### config.mk
export PLATFORM = sky130hd
export DESIGN_NAME = adc_result_channel_config_regs
export DESIGN_NICKNAME = d
export VERILOG_FILES = /design/src/hdl/adc_regs_pkg.sv /design/src/hdl/pin_sync.sv /design/src/hdl/adc_result_channel_config_regs.sv
export SDC_FILE = /design/constraint.sdc
export NUM_CORES = 1
export LEC_CHECK = 0
export BUFFER_PORTS_ARGS = -buffer_cell sky130_fd_sc_hd__buf_2
export CAP_MARGIN = 20
export CORE_MARGIN = 8
export CORE_UTILIZATION = 50
export DETAILED_ROUTE_END_ITERATION = 6
export PLACE_DENSITY = 0.79
export SETUP_SLACK_MARGIN = 0.15
export SYNTH_ARGS = -nofsm -noshare
export SYNTH_HDL_FRONTEND = slang
export SYNTH_SLANG_ARGS = --single-unit
### constraint.sdc
create_clock -name mclk_i -period 2.5 [get_ports mclk_i]
set_input_delay 0.375 -clock mclk_i [delete_from_list [all_inputs] [get_ports mclk_i]]
set_output_delay 0.375 -clock mclk_i [all_outputs]
set_load 0.02 [all_outputs]
### src/hdl/adc_regs_pkg.sv
// Constants, field layouts and types for the converter register bank.
// Assumes a single 10 MHz system clock and a 16-clock serial frame.
// What this block does
// (RL1) Read-only result register holds latest sample
// (RL2) Sample in bits 11:0, resets zero
// (RL3) Converted input index in bits 15:13
// (RL4) Limit event flag in bit 12
// (RL5) Unused tag bits read zero on small parts
// (RL6) Channel register: one select bit per input
// (RL7) New selection starts one conversion late
// (RL8) New selection restarts at lowest enabled input
// (RL9) Configuration register with documented bit layout
// (RL10) Frame is 16 clocks: address then direction
// (RL11) Write at select rise; read next frame
// (RL12) Soft reset clears logic, self-clears next cycle
// (RL13) Reserved bits read zero, writes ignored
package adc_regs_pkg;
	localparam int FRAME_BITS = 16;
	localparam logic [4:0] FRAME_BITS_5 = 5'h10;
	localparam int ADDR_MSB = 15;
	localparam int ADDR_LSB = 11;
	localparam int DIR_BIT = 10;
	localparam logic [4:0] ADDR_RESULT = 5'h00;
	localparam logic [4:0] ADDR_CHANNEL = 5'h01;
	localparam logic [4:0] ADDR_SETUP = 5'h02;
	localparam logic [15:0] RESULT_RESET = 16'h0000;
	localparam logic [11:0] SAMPLE_RESET = 12'h000;
	localparam logic [7:0] CHANNEL_RESET = 8'h00;
	localparam logic [15:0] SETUP_RESET = 16'h00C0;
	localparam logic [15:0] SETUP_WMASK = 16'h02FF;
	localparam logic [7:0] CHANNEL_WMASK = 8'hFF;
	localparam int NUM_INPUTS_DEFAULT = 8;
	localparam int SYNC_STAGES = 2;

	typedef struct packed {
		logic [2:0] converted_input_tag;
		logic limit_event;
		logic [11:0] sample;
	} result_t;

	typedef struct packed {
		logic [5:0] reserved_hi;
		logic soft_reset_bit;
		logic reserved_b8;
		logic event_latching;
		logic event_drive_cmos;
		logic busy_indication;
		logic event_pin_function_select;
		logic event_polarity_or_output0_level;
		logic general_output_one_level;
		logic [1:0] power_mode;
	} setup_t;

	typedef enum logic [1:0] {
		LINK_IDLE = 2'b01,
		LINK_FRAME = 2'b10
	} link_state_t;
endpackage

### src/hdl/pin_sync.sv
// Two-stage synchroniser for a group of asynchronous pins.
// Assumes the pins change no faster than a few system clocks.
`timescale 1ns/10ps
module pin_sync #(
	parameter int WIDTH = 3
) (
	input wire logic mclk_i,
	input wire logic reset_n_i,
	input wire logic [WIDTH-1:0] pin_i,
	output logic [WIDTH-1:0] sync_o
);
	logic [WIDTH-1:0] meta;

	// First stage feeds only the second stage
	always_ff @(posedge mclk_i or negedge reset_n_i)
	begin
		if (!reset_n_i)
		begin
			meta <= '0;
			sync_o <= '0;
		end
		else
		begin
			meta <= pin_i;
			sync_o <= meta;
		end
	end
endmodule // pin_sync

### src/hdl/adc_result_channel_config_regs.sv
// Result, channel and configuration registers behind the serial port.
// Assumes conversion strobes arrive on mclk_i; serial pins are asynchronous.
`timescale 1ns/10ps
module adc_result_channel_config_regs #(
	parameter int NUM_INPUTS = adc_regs_pkg::NUM_INPUTS_DEFAULT
) (
	input wire logic mclk_i,
	input wire logic reset_n_i,
	input wire logic cs_n_i,
	input wire logic sclk_i,
	input wire logic sdi_i,
	output logic sdo_o,
	output logic sdo_oe_n_o,
	input wire logic conv_done_i,
	input wire logic [11:0] conv_data_i,
	input wire logic limit_event_i,
	input wire logic limit_clear_i,
	output logic [2:0] conv_input_o,
	output logic [7:0] input_select_o,
	output adc_regs_pkg::setup_t setup_o
);
	logic [2:0] pins_s;
	logic cs_high;
	logic sclk_s;
	logic sdi_s;
	logic cs_d;
	logic sclk_d;
	logic sclk_rise;
	logic sclk_fall;
	logic cs_fall;
	logic cs_rise;
	adc_regs_pkg::link_state_t link_state;
	logic [15:0] rx;
	logic [15:0] tx;
	logic [4:0] bit_cnt;
	logic read_pending;
	logic [4:0] read_addr;
	logic frame_is_result;
	logic commit;
	logic commit_write;
	logic [4:0] rx_addr;
	adc_regs_pkg::result_t result;
	logic [7:0] channel;
	adc_regs_pkg::setup_t setup;
	logic soft_rst;
	logic [7:0] seq_active;
	logic [7:0] seq_pending;
	logic pending_valid;
	logic [2:0] current;
	logic [2:0] tag_mask;
	logic [15:0] next_tx;
	logic [15:0] setup_view;
	logic alert_clear;

	function automatic logic [2:0] lowest_set(input logic [7:0] v);
		logic [2:0] idx;
		idx = 3'h0;
		for (int i = 7; i >= 0; i--)
		begin
			if (v[i])
			begin
				idx = 3'(i);
			end
		end
		return idx;
	endfunction

	function automatic logic [2:0] next_set(input logic [7:0] v, input logic [2:0] cur);
		logic [2:0] idx;
		logic found;
		idx = lowest_set(v);
		found = 1'b0;
		for (int i = 0; i < 8; i++)
		begin
			if (!found && v[i] && (3'(i) > cur))
			begin
				idx = 3'(i);
				found = 1'b1;
			end
		end
		return idx;
	endfunction

	pin_sync #(
		.WIDTH(3)
	) u_pin_sync (
		.mclk_i(mclk_i),
		.reset_n_i(reset_n_i),
		// Select enters inverted so the zero reset of the flops means idle, no false frame
		.pin_i({!cs_n_i, sclk_i, sdi_i}),
		.sync_o(pins_s)
	);

	assign cs_high = !pins_s[2];
	assign sclk_s = pins_s[1];
	assign sdi_s = pins_s[0];
	assign sclk_rise = sclk_s && !sclk_d && !cs_high;
	assign sclk_fall = !sclk_s && sclk_d && !cs_high;
	assign cs_fall = !cs_high && cs_d;
	assign cs_rise = cs_high && !cs_d;
	assign rx_addr = rx[adc_regs_pkg::ADDR_MSB:adc_regs_pkg::ADDR_LSB];
	// Short or long frames are dropped whole rather than half-applied
	assign commit = cs_rise && (link_state == adc_regs_pkg::LINK_FRAME)
		&& (bit_cnt == adc_regs_pkg::FRAME_BITS_5); // [RL10]
	assign commit_write = commit && rx[adc_regs_pkg::DIR_BIT]; // [RL11]
	assign tag_mask = (NUM_INPUTS <= 2) ? 3'h1 : ((NUM_INPUTS <= 4) ? 3'h3 : 3'h7);
	assign soft_rst = setup.soft_reset_bit;

	// Busy indication reads back only when the event pin function is on
	always_comb
	begin
		setup_view = setup;
		setup_view[5] = setup.busy_indication && setup.event_pin_function_select;
	end

	// Register chosen by the previous read request, zero if unmapped
	always_comb
	begin
		next_tx = 16'h0000;
		if (!read_pending || read_addr == adc_regs_pkg::ADDR_RESULT)
		begin
			next_tx = result;
		end
		else if (read_addr == adc_regs_pkg::ADDR_CHANNEL)
		begin
			next_tx = {8'h00, channel}; // [RL13]
		end
		else if (read_addr == adc_regs_pkg::ADDR_SETUP)
		begin
			next_tx = setup_view;
		end
	end

	always_ff @(posedge mclk_i or negedge reset_n_i)
	begin
		if (!reset_n_i)
		begin
			cs_d <= 1'b1;
			sclk_d <= 1'b0;
		end
		else
		begin
			cs_d <= cs_high;
			sclk_d <= sclk_s;
		end
	end

	// Frame tracking: bits sampled on serial clock rise, MSB first
	always_ff @(posedge mclk_i or negedge reset_n_i)
	begin
		if (!reset_n_i)
		begin
			link_state <= adc_regs_pkg::LINK_IDLE;
			bit_cnt <= 5'h00;
			rx <= 16'h0000;
		end
		else
		begin
			case (link_state)
				adc_regs_pkg::LINK_IDLE:
				begin
					if (cs_fall)
					begin
						link_state <= adc_regs_pkg::LINK_FRAME;
						bit_cnt <= 5'h00;
					end
				end
				adc_regs_pkg::LINK_FRAME:
				begin
					if (cs_high)
					begin
						link_state <= adc_regs_pkg::LINK_IDLE;
					end
					else if (sclk_rise)
					begin
						rx <= {rx[14:0], sdi_s}; // [RL10]
						if (bit_cnt != 5'h1F)
						begin
							bit_cnt <= bit_cnt + 5'h01;
						end
					end
				end
				default:
				begin
					link_state <= adc_regs_pkg::LINK_IDLE;
				end
			endcase
		end
	end

	// Output shifter: loaded at select fall, advanced on clock fall
	always_ff @(posedge mclk_i or negedge reset_n_i)
	begin
		if (!reset_n_i)
		begin
			tx <= 16'h0000;
			sdo_o <= 1'b0;
			sdo_oe_n_o <= 1'b1;
			frame_is_result <= 1'b0;
		end
		else if (cs_fall)
		begin
			tx <= next_tx; // [RL11]
			sdo_o <= next_tx[15];
			sdo_oe_n_o <= 1'b0;
			frame_is_result <= !read_pending || read_addr == adc_regs_pkg::ADDR_RESULT;
		end
		else if (cs_high)
		begin
			sdo_oe_n_o <= 1'b1;
		end
		else if (sclk_fall)
		begin
			tx <= {tx[14:0], 1'b0};
			sdo_o <= tx[14];
		end
	end

	// Read requests aim the next frame; a committed write returns the result, a dropped frame keeps the earlier aim
	always_ff @(posedge mclk_i or negedge reset_n_i)
	begin
		if (!reset_n_i)
		begin
			read_pending <= 1'b0;
			read_addr <= adc_regs_pkg::ADDR_RESULT;
		end
		else if (soft_rst)
		begin
			read_pending <= 1'b0;
			read_addr <= adc_regs_pkg::ADDR_RESULT;
		end
		else if (commit)
		begin
			read_pending <= !rx[adc_regs_pkg::DIR_BIT]; // [RL11]
			read_addr <= rx_addr;
		end
	end

	// Channel select bits; reserved upper bits are not stored
	always_ff @(posedge mclk_i or negedge reset_n_i)
	begin
		if (!reset_n_i)
		begin
			channel <= adc_regs_pkg::CHANNEL_RESET; // [RL6]
		end
		else if (commit_write && rx_addr == adc_regs_pkg::ADDR_CHANNEL)
		begin
			channel <= rx[7:0] & adc_regs_pkg::CHANNEL_WMASK; // [RL6] [RL13]
		end
	end

	// Configuration; the soft reset bit drops again after one cycle
	always_ff @(posedge mclk_i or negedge reset_n_i)
	begin
		if (!reset_n_i)
		begin
			setup <= adc_regs_pkg::SETUP_RESET; // [RL9]
		end
		else if (commit_write && rx_addr == adc_regs_pkg::ADDR_SETUP)
		begin
			setup <= rx & adc_regs_pkg::SETUP_WMASK; // [RL9] [RL13]
		end
		else if (setup.soft_reset_bit)
		begin
			setup.soft_reset_bit <= 1'b0; // [RL12]
		end
	end

	// Sequencer: a new selection waits one conversion, then restarts low
	always_ff @(posedge mclk_i or negedge reset_n_i)
	begin
		if (!reset_n_i)
		begin
			seq_active <= adc_regs_pkg::CHANNEL_RESET;
			seq_pending <= adc_regs_pkg::CHANNEL_RESET;
			pending_valid <= 1'b0;
			current <= 3'h0;
		end
		else if (soft_rst)
		begin
			seq_active <= channel; // [RL12]
			seq_pending <= channel;
			pending_valid <= 1'b0;
			current <= lowest_set(channel);
		end
		else
		begin
			if (commit_write && rx_addr == adc_regs_pkg::ADDR_CHANNEL)
			begin
				seq_pending <= rx[7:0];
				pending_valid <= 1'b1; // [RL7]
			end
			else if (conv_done_i && pending_valid)
			begin
				pending_valid <= 1'b0;
			end
			if (conv_done_i)
			begin
				if (pending_valid)
				begin
					seq_active <= seq_pending; // [RL7]
					current <= lowest_set(seq_pending); // [RL8]
				end
				else
				begin
					current <= next_set(seq_active, current);
				end
			end
		end
	end

	// A read of the result in latching mode clears the limit flag
	assign alert_clear = (cs_rise && frame_is_result && setup.event_latching)
		|| (limit_clear_i && !setup.event_latching);

	always_ff @(posedge mclk_i or negedge reset_n_i)
	begin
		if (!reset_n_i)
		begin
			result <= adc_regs_pkg::RESULT_RESET;
		end
		else if (soft_rst)
		begin
			result <= adc_regs_pkg::RESULT_RESET; // [RL12]
		end
		else
		begin
			if (conv_done_i)
			begin
				result.sample <= conv_data_i; // [RL1] [RL2]
				result.converted_input_tag <= current & tag_mask; // [RL3] [RL5]
			end
			// Set beats clear so an event in the clearing cycle survives
			if (limit_event_i)
			begin
				result.limit_event <= 1'b1; // [RL4]
			end
			else if (alert_clear)
			begin
				result.limit_event <= 1'b0;
			end
		end
	end

	assign conv_input_o = current & tag_mask;
	assign input_select_o = seq_active;
	assign setup_o = setup;
endmodule // adc_result_channel_config_regs

### Word-level counts from Yosys, hierarchy flattened

Index checks and enable logic that the tools add are counted.

| storage, ports and cells | value |
|---|---|
| bits in registers | 108 |
| bits of input ports | 20 |
| output and inout bits | 29 |

| operators by class | value |
|---|---|
| eq/ne operators | 14 |
| add/sub/neg operators | 1 |
| muxes and demuxes | 100 |
| reductions and logical operators | 63 |
| $lt $le $gt $ge | 8 |

Operators by type and width:

| kind | number |
|---|---|
| two-way mux 3 bit | 36 |
| two-way mux 15 bit | 3 |
| two-way mux 1 bit | 41 |
| two-way mux 8 bit | 5 |
| two-way mux 16 bit | 2 |
| logical AND 1 bit | 31 |
| two-way mux 5 bit | 6 |
| two-way mux 10 bit | 2 |
| logical NOT 1 bit | 15 |
| nonzero test 2 bit | 7 |
| > comparator 3 bit (first input constant) | 4 |
| two-way mux 12 bit | 1 |
| == test 5 x 1 -> 1 bit (second input constant) | 2 |
| == test 5 x 2 -> 1 bit (second input constant) | 2 |
| case mux 5 bit (2 select lines) | 1 |
| inequality test 2 bit (second input constant) | 4 |
| > comparator 1 x 3 -> 1 bit (first input constant) | 2 |
| > comparator 2 x 3 -> 1 bit (first input constant) | 2 |
| AND reduction 2 bit | 3 |
| nonzero test 3 bit | 2 |
| adder 5 x 1 -> 5 bit (second input constant) | 1 |
| == test 5 bit (second input constant) | 1 |
| logical NOT 5 bit | 1 |
| inequality test 5 bit (second input constant) | 1 |
| other kinds (8) | 11 |

### Logic depth before layout (Yosys ltp)

| depth | value |
|---|---|
| depth after elaboration | 55 |
| mapped depth | 8 |
| gate-level depth less buffers | 8 |

### Hierarchy

A second synthesis with hierarchy kept.

| second synthesis, totals | value |
|---|---|
| cells, all modules | 511 |
| area total of the unflattened synthesis | 5180.0 µm² |

Modules (own cells, without submodules):

| module | cells each | area each (µm²) | times used |
|---|---|---|---|
| adc_result_channel_config_regs | 505 | 5029.8 | 1 |
| pin_sync | 6 | 150.1 | 1 |

### Worst setup path after synthesis

No wires, ideal clock.

| timing | value |
|---|---|
| kind | reg2reg |
| from | reg bit_cnt[0] |
| to | reg seq_pending[6] |
| data required time | 2.423 ns |
| path buffers | 1 |
| arrival time | 1.892 ns |
| setup slack | 0.530 ns |
| library setup time | 0.077 ns |
| cell stages (with the launch flop) | 9 |
| path through | dfrtp_1 inv_1 ha_1 nand4bb_1 or3_1 buf_4 nor4_4 a21oi_1 a21oi_1 |

| between the ends | value |
|---|---|
| cells in the longest elaborated chain, start to end | 5 |

Ends and longest elaborated chain:

| element | line | source |
|---|---|---|
| start: declaration | adc_result_channel_config_regs.sv:35 | `logic [4:0] bit_cnt;` |
| start signal: assignment | adc_result_channel_config_regs.sv:179 | `bit_cnt <= bit_cnt + 5'h01;` |
| == test 5 bit | adc_result_channel_config_regs.sv:104 | `&& (bit_cnt == adc_regs_pkg::FRAME_BITS_5);` |
| logical AND 1 bit | adc_result_channel_config_regs.sv:104 |  |
| logical AND 1 bit | adc_result_channel_config_regs.sv:105 | `assign commit_write = commit && rx[adc_regs_pkg::DIR_BIT];` |
| logical AND 1 bit | adc_result_channel_config_regs.sv:288 | `if (commit_write && rx_addr == adc_regs_pkg::ADDR_CHANNEL)` |
| nonzero test 2 bit (no line) | -- |  |
| end signal: assignment | adc_result_channel_config_regs.sv:275 | `seq_pending <= adc_regs_pkg::CHANNEL_RESET;` |
| end signal: assignment | adc_result_channel_config_regs.sv:282 | `seq_pending <= channel;` |
| end signal: assignment | adc_result_channel_config_regs.sv:290 | `seq_pending <= rx[7:0];` |
| end: declaration | adc_result_channel_config_regs.sv:47 | `logic [7:0] seq_pending;` |

Every way passes these cells.
A chain may end at the register's enable or synchronous reset.

### Final worst setup path

| timing | value |
|---|---|
| from | reg bit_cnt[0] |
| to | reg seq_pending[2] |

Same word-level chain as after synthesis.

==> results.py <==
metrics = {
    "synth": {
        "yosys.cell_types.count": 61,
        "yosys_warnings": 0,
        "synth_cells": 514,
        "synth.ff_latch_count": 108,
        "post_synth.cell_area_avg_um2": 10.0,
        "async_sr_flop_fraction_pct": 100,
        "top_cell_type_by_total_area_after_synthesis": "sky130_fd_sc_hd__dfrtp_1",
        "synthFlopType": "sky130_fd_sc_hd__dfrtp_1",
        "post_synth_most_frequent_cells": "sky130_fd_sc_hd__dfrtp_1 (103), sky130_fd_sc_hd__nor2_1 (66), sky130_fd_sc_hd__nand2_1 (54)",
        "biggest_area_contributors_in_the_synthesized_netlist": "sky130_fd_sc_hd__dfrtp_1 (50%), sky130_fd_sc_hd__mux2_2 (5.0%), sky130_fd_sc_hd__nor2_1 (4.8%)",
        "synthDominantCellAreaShare_pct": 50.0,
        "synth_sequential_area_ratio_pct": 52.5,
        "synthesis.area_um2": 5160,
        "post-synth-top-count-cell": "sky130_fd_sc_hd__dfrtp_1",
        "synth_enable_flop_cells": 0,
    },
    "setup_path": {
        "cp-end-kind": "flip-flop",
        "critPathLaunch": "bit_cnt[0]",
        "r2r_slack_ns": 0.32,
        "worst-endpoint-arrival_ns": 2.47,
        "timing.critical_path.cells": "inv_1 -> ha_1 -> nand4bb_1 -> or3_1 -> nor4_4 -> nand2_1 -> a21oi_1",
        "rr_worst_depth": 7,
        "rr_startpoint": "bit_cnt[0]",
        "crit-reg2reg-capture": "seq_pending[2]",
        "critical_path_data_required_time_ns": 2.79,
        "setup.worst_path.class": "reg -> reg",
        "worstSetupEndpoint": "seq_pending[2]",
        "max_stage_delay_ns": 0.47,
        "crit_slowest_cell": "sky130_fd_sc_hd__nor4_4",
        "critical_path.max_fanout": 10,
        "worst_setup_path_start_kind": "flip-flop",
    },
    "sta": {
        "maxSlewHeadroom_pct": 56.6,
        "grt_setup_unrepaired": "no",
        "fmaxAchievable_mhz": 459,
        "final_min_period_over_clock_period_pct": 87.2,
        "finalHoldViolCount": 0,
        "period_needed_ns": 2.18,
        "setup_viol_count_final": 0,
        "timing_max_transition_violations_final": 0,
        "final.setup.tns_ns": 0,
        "tightestPinTransition_ns": 0.649,
        "finClkSkew_ns": 0.00761,
    },
    "floorplanning": {
        "fp.coreArea_um2": 10200,
        "chipHeight_um": 118,
        "placementRows": 37,
        "io_pins": 49,
        "starting_density_of_the_core_pct": 50.6,
        "die_width_um": 118,
        "die-area_um2": 13800,
    },
    "power_and_ir_drop": {
        "leakagePower_nw": 2.83,
        "cellInternalPower_mw": 2.32,
        "power.combinational.fraction_pct": 7.6,
        "power_per_cell_area_nw_per_um2": 556,
        "sw_ratio_pct": 26.3,
        "maximum_vdd_drop_mv": 0.355,
        "power_share_of_the_clock_group_pct": 32.2,
        "share_seq_of_total_power_pct": 60.2,
        "power.net_switching_mw": 0.831,
        "power.total_mw": 3.15,
    },
    "layout": {
        "sequential_cell_area_um2": 2710,
        "final_layout_size_suffix_gt1_share_pct": 18.8,
        "fillers": 880,
        "footprint_of_the_multi_input_gates_um2": 2260,
        "num-nets-final": 572,
        "finish.cell_count_without_fillers": 690,
        "area_growth_pct": 10.1,
        "diode_count": 0,
    },
    "grt": {
        "number_of_global_route_vias_before_repair": 3826,
        "globalRouteTotalUtil_pct": 16.5,
        "antenna_violations_before_repair": 0,
        "grt_remaining_overflow": 0,
        "grt_first_pass_wirelength_um": 19100,
        "grt_start_max_net_pins": 56,
    },
    "routing": {
        "drt_iter0_markers": 276,
        "detail_route.drc_violations": 0,
        "antenna_violating_nets_post_route": 0,
        "detail_route.vias_per_cell": 5.66,
        "dr_pass1_iterations": 5,
        "drt-wirelength-per-cell_um": 16.2,
        "postRouteWirelength_um": 11200,
        "dr_total_vias": 3904,
    },
    "clock_network": {
        "clock_sink_count": 108,
        "cts_tree": "yes",
        "post-cts-setup-buffers": 0,
        "max_h_tree_level": 3,
        "clkSlewWorstSetupHoldPaths_ns": 0.11,
        "cts_repair_resize_count": 0,
        "clock_tree.buffer_depth": 2,
        "cts-root-buf": "sky130_fd_sc_hd__clkbuf_8",
        "worst_skew_pair.late_latency_ns": 0.36,
        "tritoncts.num_buffers": 9,
    },
    "placement": {
        "place.port_buffers": 41,
        "numPlacedInstances": 673,
        "dp_hpwl_um": 8210,
        "gp_congestion": 0.890,
    },
    "min_path": {
        "min-delay-path-class": "in -> reg",
    },
    "run": {
        "maxCapViolCount": 0,
    },
    "outcome": {
        "run_status": "completed",
    },
}
[cell type report]
type / instances / share of cell area (%)
clock buffers: 9 / 2.18
clock inverters: 7 / 1.15
inverters: 15 / 0.992
multi-input cells: 364 / 39.7
flip-flops and latches: 108 / 47.7
well taps: 136 / 3.00
repair buffers: 51 / 5.24
[cell families (layout without fill, tap and decap cells)]
family	Yosys count	after routing	synth area share, %
compound gates	117	117	14.7
simple gates	192	192	18.5
flops	108	108	52.5
buf+inv	48	82	4.25
mux	44	44	9.10
xor+xnor	1	1	0.170
other cells	1	7	0.0727
fa+ha+maj	3	3	0.728
[cells in the final DEF, fill, tap and decap left out, types with 3 or more instances in the layout]
cell type                   count
sky130_fd_sc_hd__o21ai_0       22
sky130_fd_sc_hd__o31ai_1        4
sky130_fd_sc_hd__conb_1         7
sky130_fd_sc_hd__a21oi_1       39
sky130_fd_sc_hd__clkbuf_8       9
sky130_fd_sc_hd__nand3_1        9
sky130_fd_sc_hd__or3_1          4
sky130_fd_sc_hd__a31oi_1        3
sky130_fd_sc_hd__nor2_1        66
sky130_fd_sc_hd__a22oi_1        5
sky130_fd_sc_hd__mux2_2        23
sky130_fd_sc_hd__dfrtp_1      103
sky130_fd_sc_hd__mux2i_1       21
sky130_fd_sc_hd__and3_1        17
sky130_fd_sc_hd__a211oi_1      10
sky130_fd_sc_hd__nand2b_1       5
sky130_fd_sc_hd__o2bb2ai_1      3
sky130_fd_sc_hd__buf_4          9
sky130_fd_sc_hd__buf_2         40
sky130_fd_sc_hd__nand2_1       54
sky130_fd_sc_hd__inv_6          3
sky130_fd_sc_hd__nor2b_1       18
sky130_fd_sc_hd__inv_1         15
sky130_fd_sc_hd__ha_1           3
sky130_fd_sc_hd__a211o_1        5
sky130_fd_sc_hd__dfstp_2        5
[power groups by stage]
stage	Combinational (mW)	Clock, mW	Sequential [mW]
after floorplan	0.160	0	1.92
final	0.240	1.02	1.90
after detailed placement	0.241	0	1.93
after global placement	0.233	0	1.93
after global routing	0.275	1.13	1.91
after CTS	0.244	1.04	1.90
[repair_timing]
item	in CTS	in global routing
hold buffers	1	0
endpoints found under the hold margin	27	0
endpoints found under the setup margin	0	2
[worst min-delay path by stage]
stage	startpoint	endpoint	depth (start not counted)	slack, ns
2_1_floorplan	reset_n_i	bit_cnt[0]	0	0.08
3_3_place_gp	reset_n_i	input_select_o[3]	1	0.32
3_5_place_dp	reset_n_i	input_select_o[4]	1	0.32
4_1_cts	sdi_i	u_pin_sync.meta[0]	1	0.09
5_1_grt	sdi_i	u_pin_sync.meta[0]	1	0.09
6_report	sdi_i	u_pin_sync.meta[0]	1	0.11
[sequential cells by signal, summed over array words and instances, names as in the netlist, 5 cells and up]
register and flops:
setup_o 8, bit_cnt 5, channel 8, rx 16, read_addr 5, seq_pending 8, input_select_o 8, tx 15
result 16
[routing by layer]
| layer | GRT usage [%] | vias to the layer above | wire length (µm) |
|---|---|---|---|
| li1 | - | 1866 | - |
| met1 | 21.6 | 1899 | 5000 |
| met2 | 26.4 | 118 | 5320 |
| met3 | 3.74 | 21 | 609 |
| met4 | 6.08 | 0 | 240 |
| met5 | 0 | - | 0 |
[per-stage QoR]
stage | utilization (%) | hold slack (ns) | worst slack (ns) | area (µm²)
global placement | 53.8 | 0.317 | 0.412 | 5480
finish | 55.7 | 0.109 | 0.321 | 5680
detailed placement | 53.8 | 0.323 | 0.303 | 5480
floorplan | - | 0.0794 | 0.530 | 5180
CTS | 55.7 | 0.0872 | 0.252 | 5680
global route | 55.7 | 0.0877 | 0.213 | 5680
[worst max-delay path, delay by kind of cell, from the launching register on]
kind / cells / cell delay [ns]
and+or+nand+nor: 4 / 1.26
adders and majority gates: 1 / 0.16
buffers and inverters: 1 / 0.10
DFF: 1 / 0.43
AOI/OAI and AO/OA: 1 / 0.16
Power figures use the tool's default switching activity.
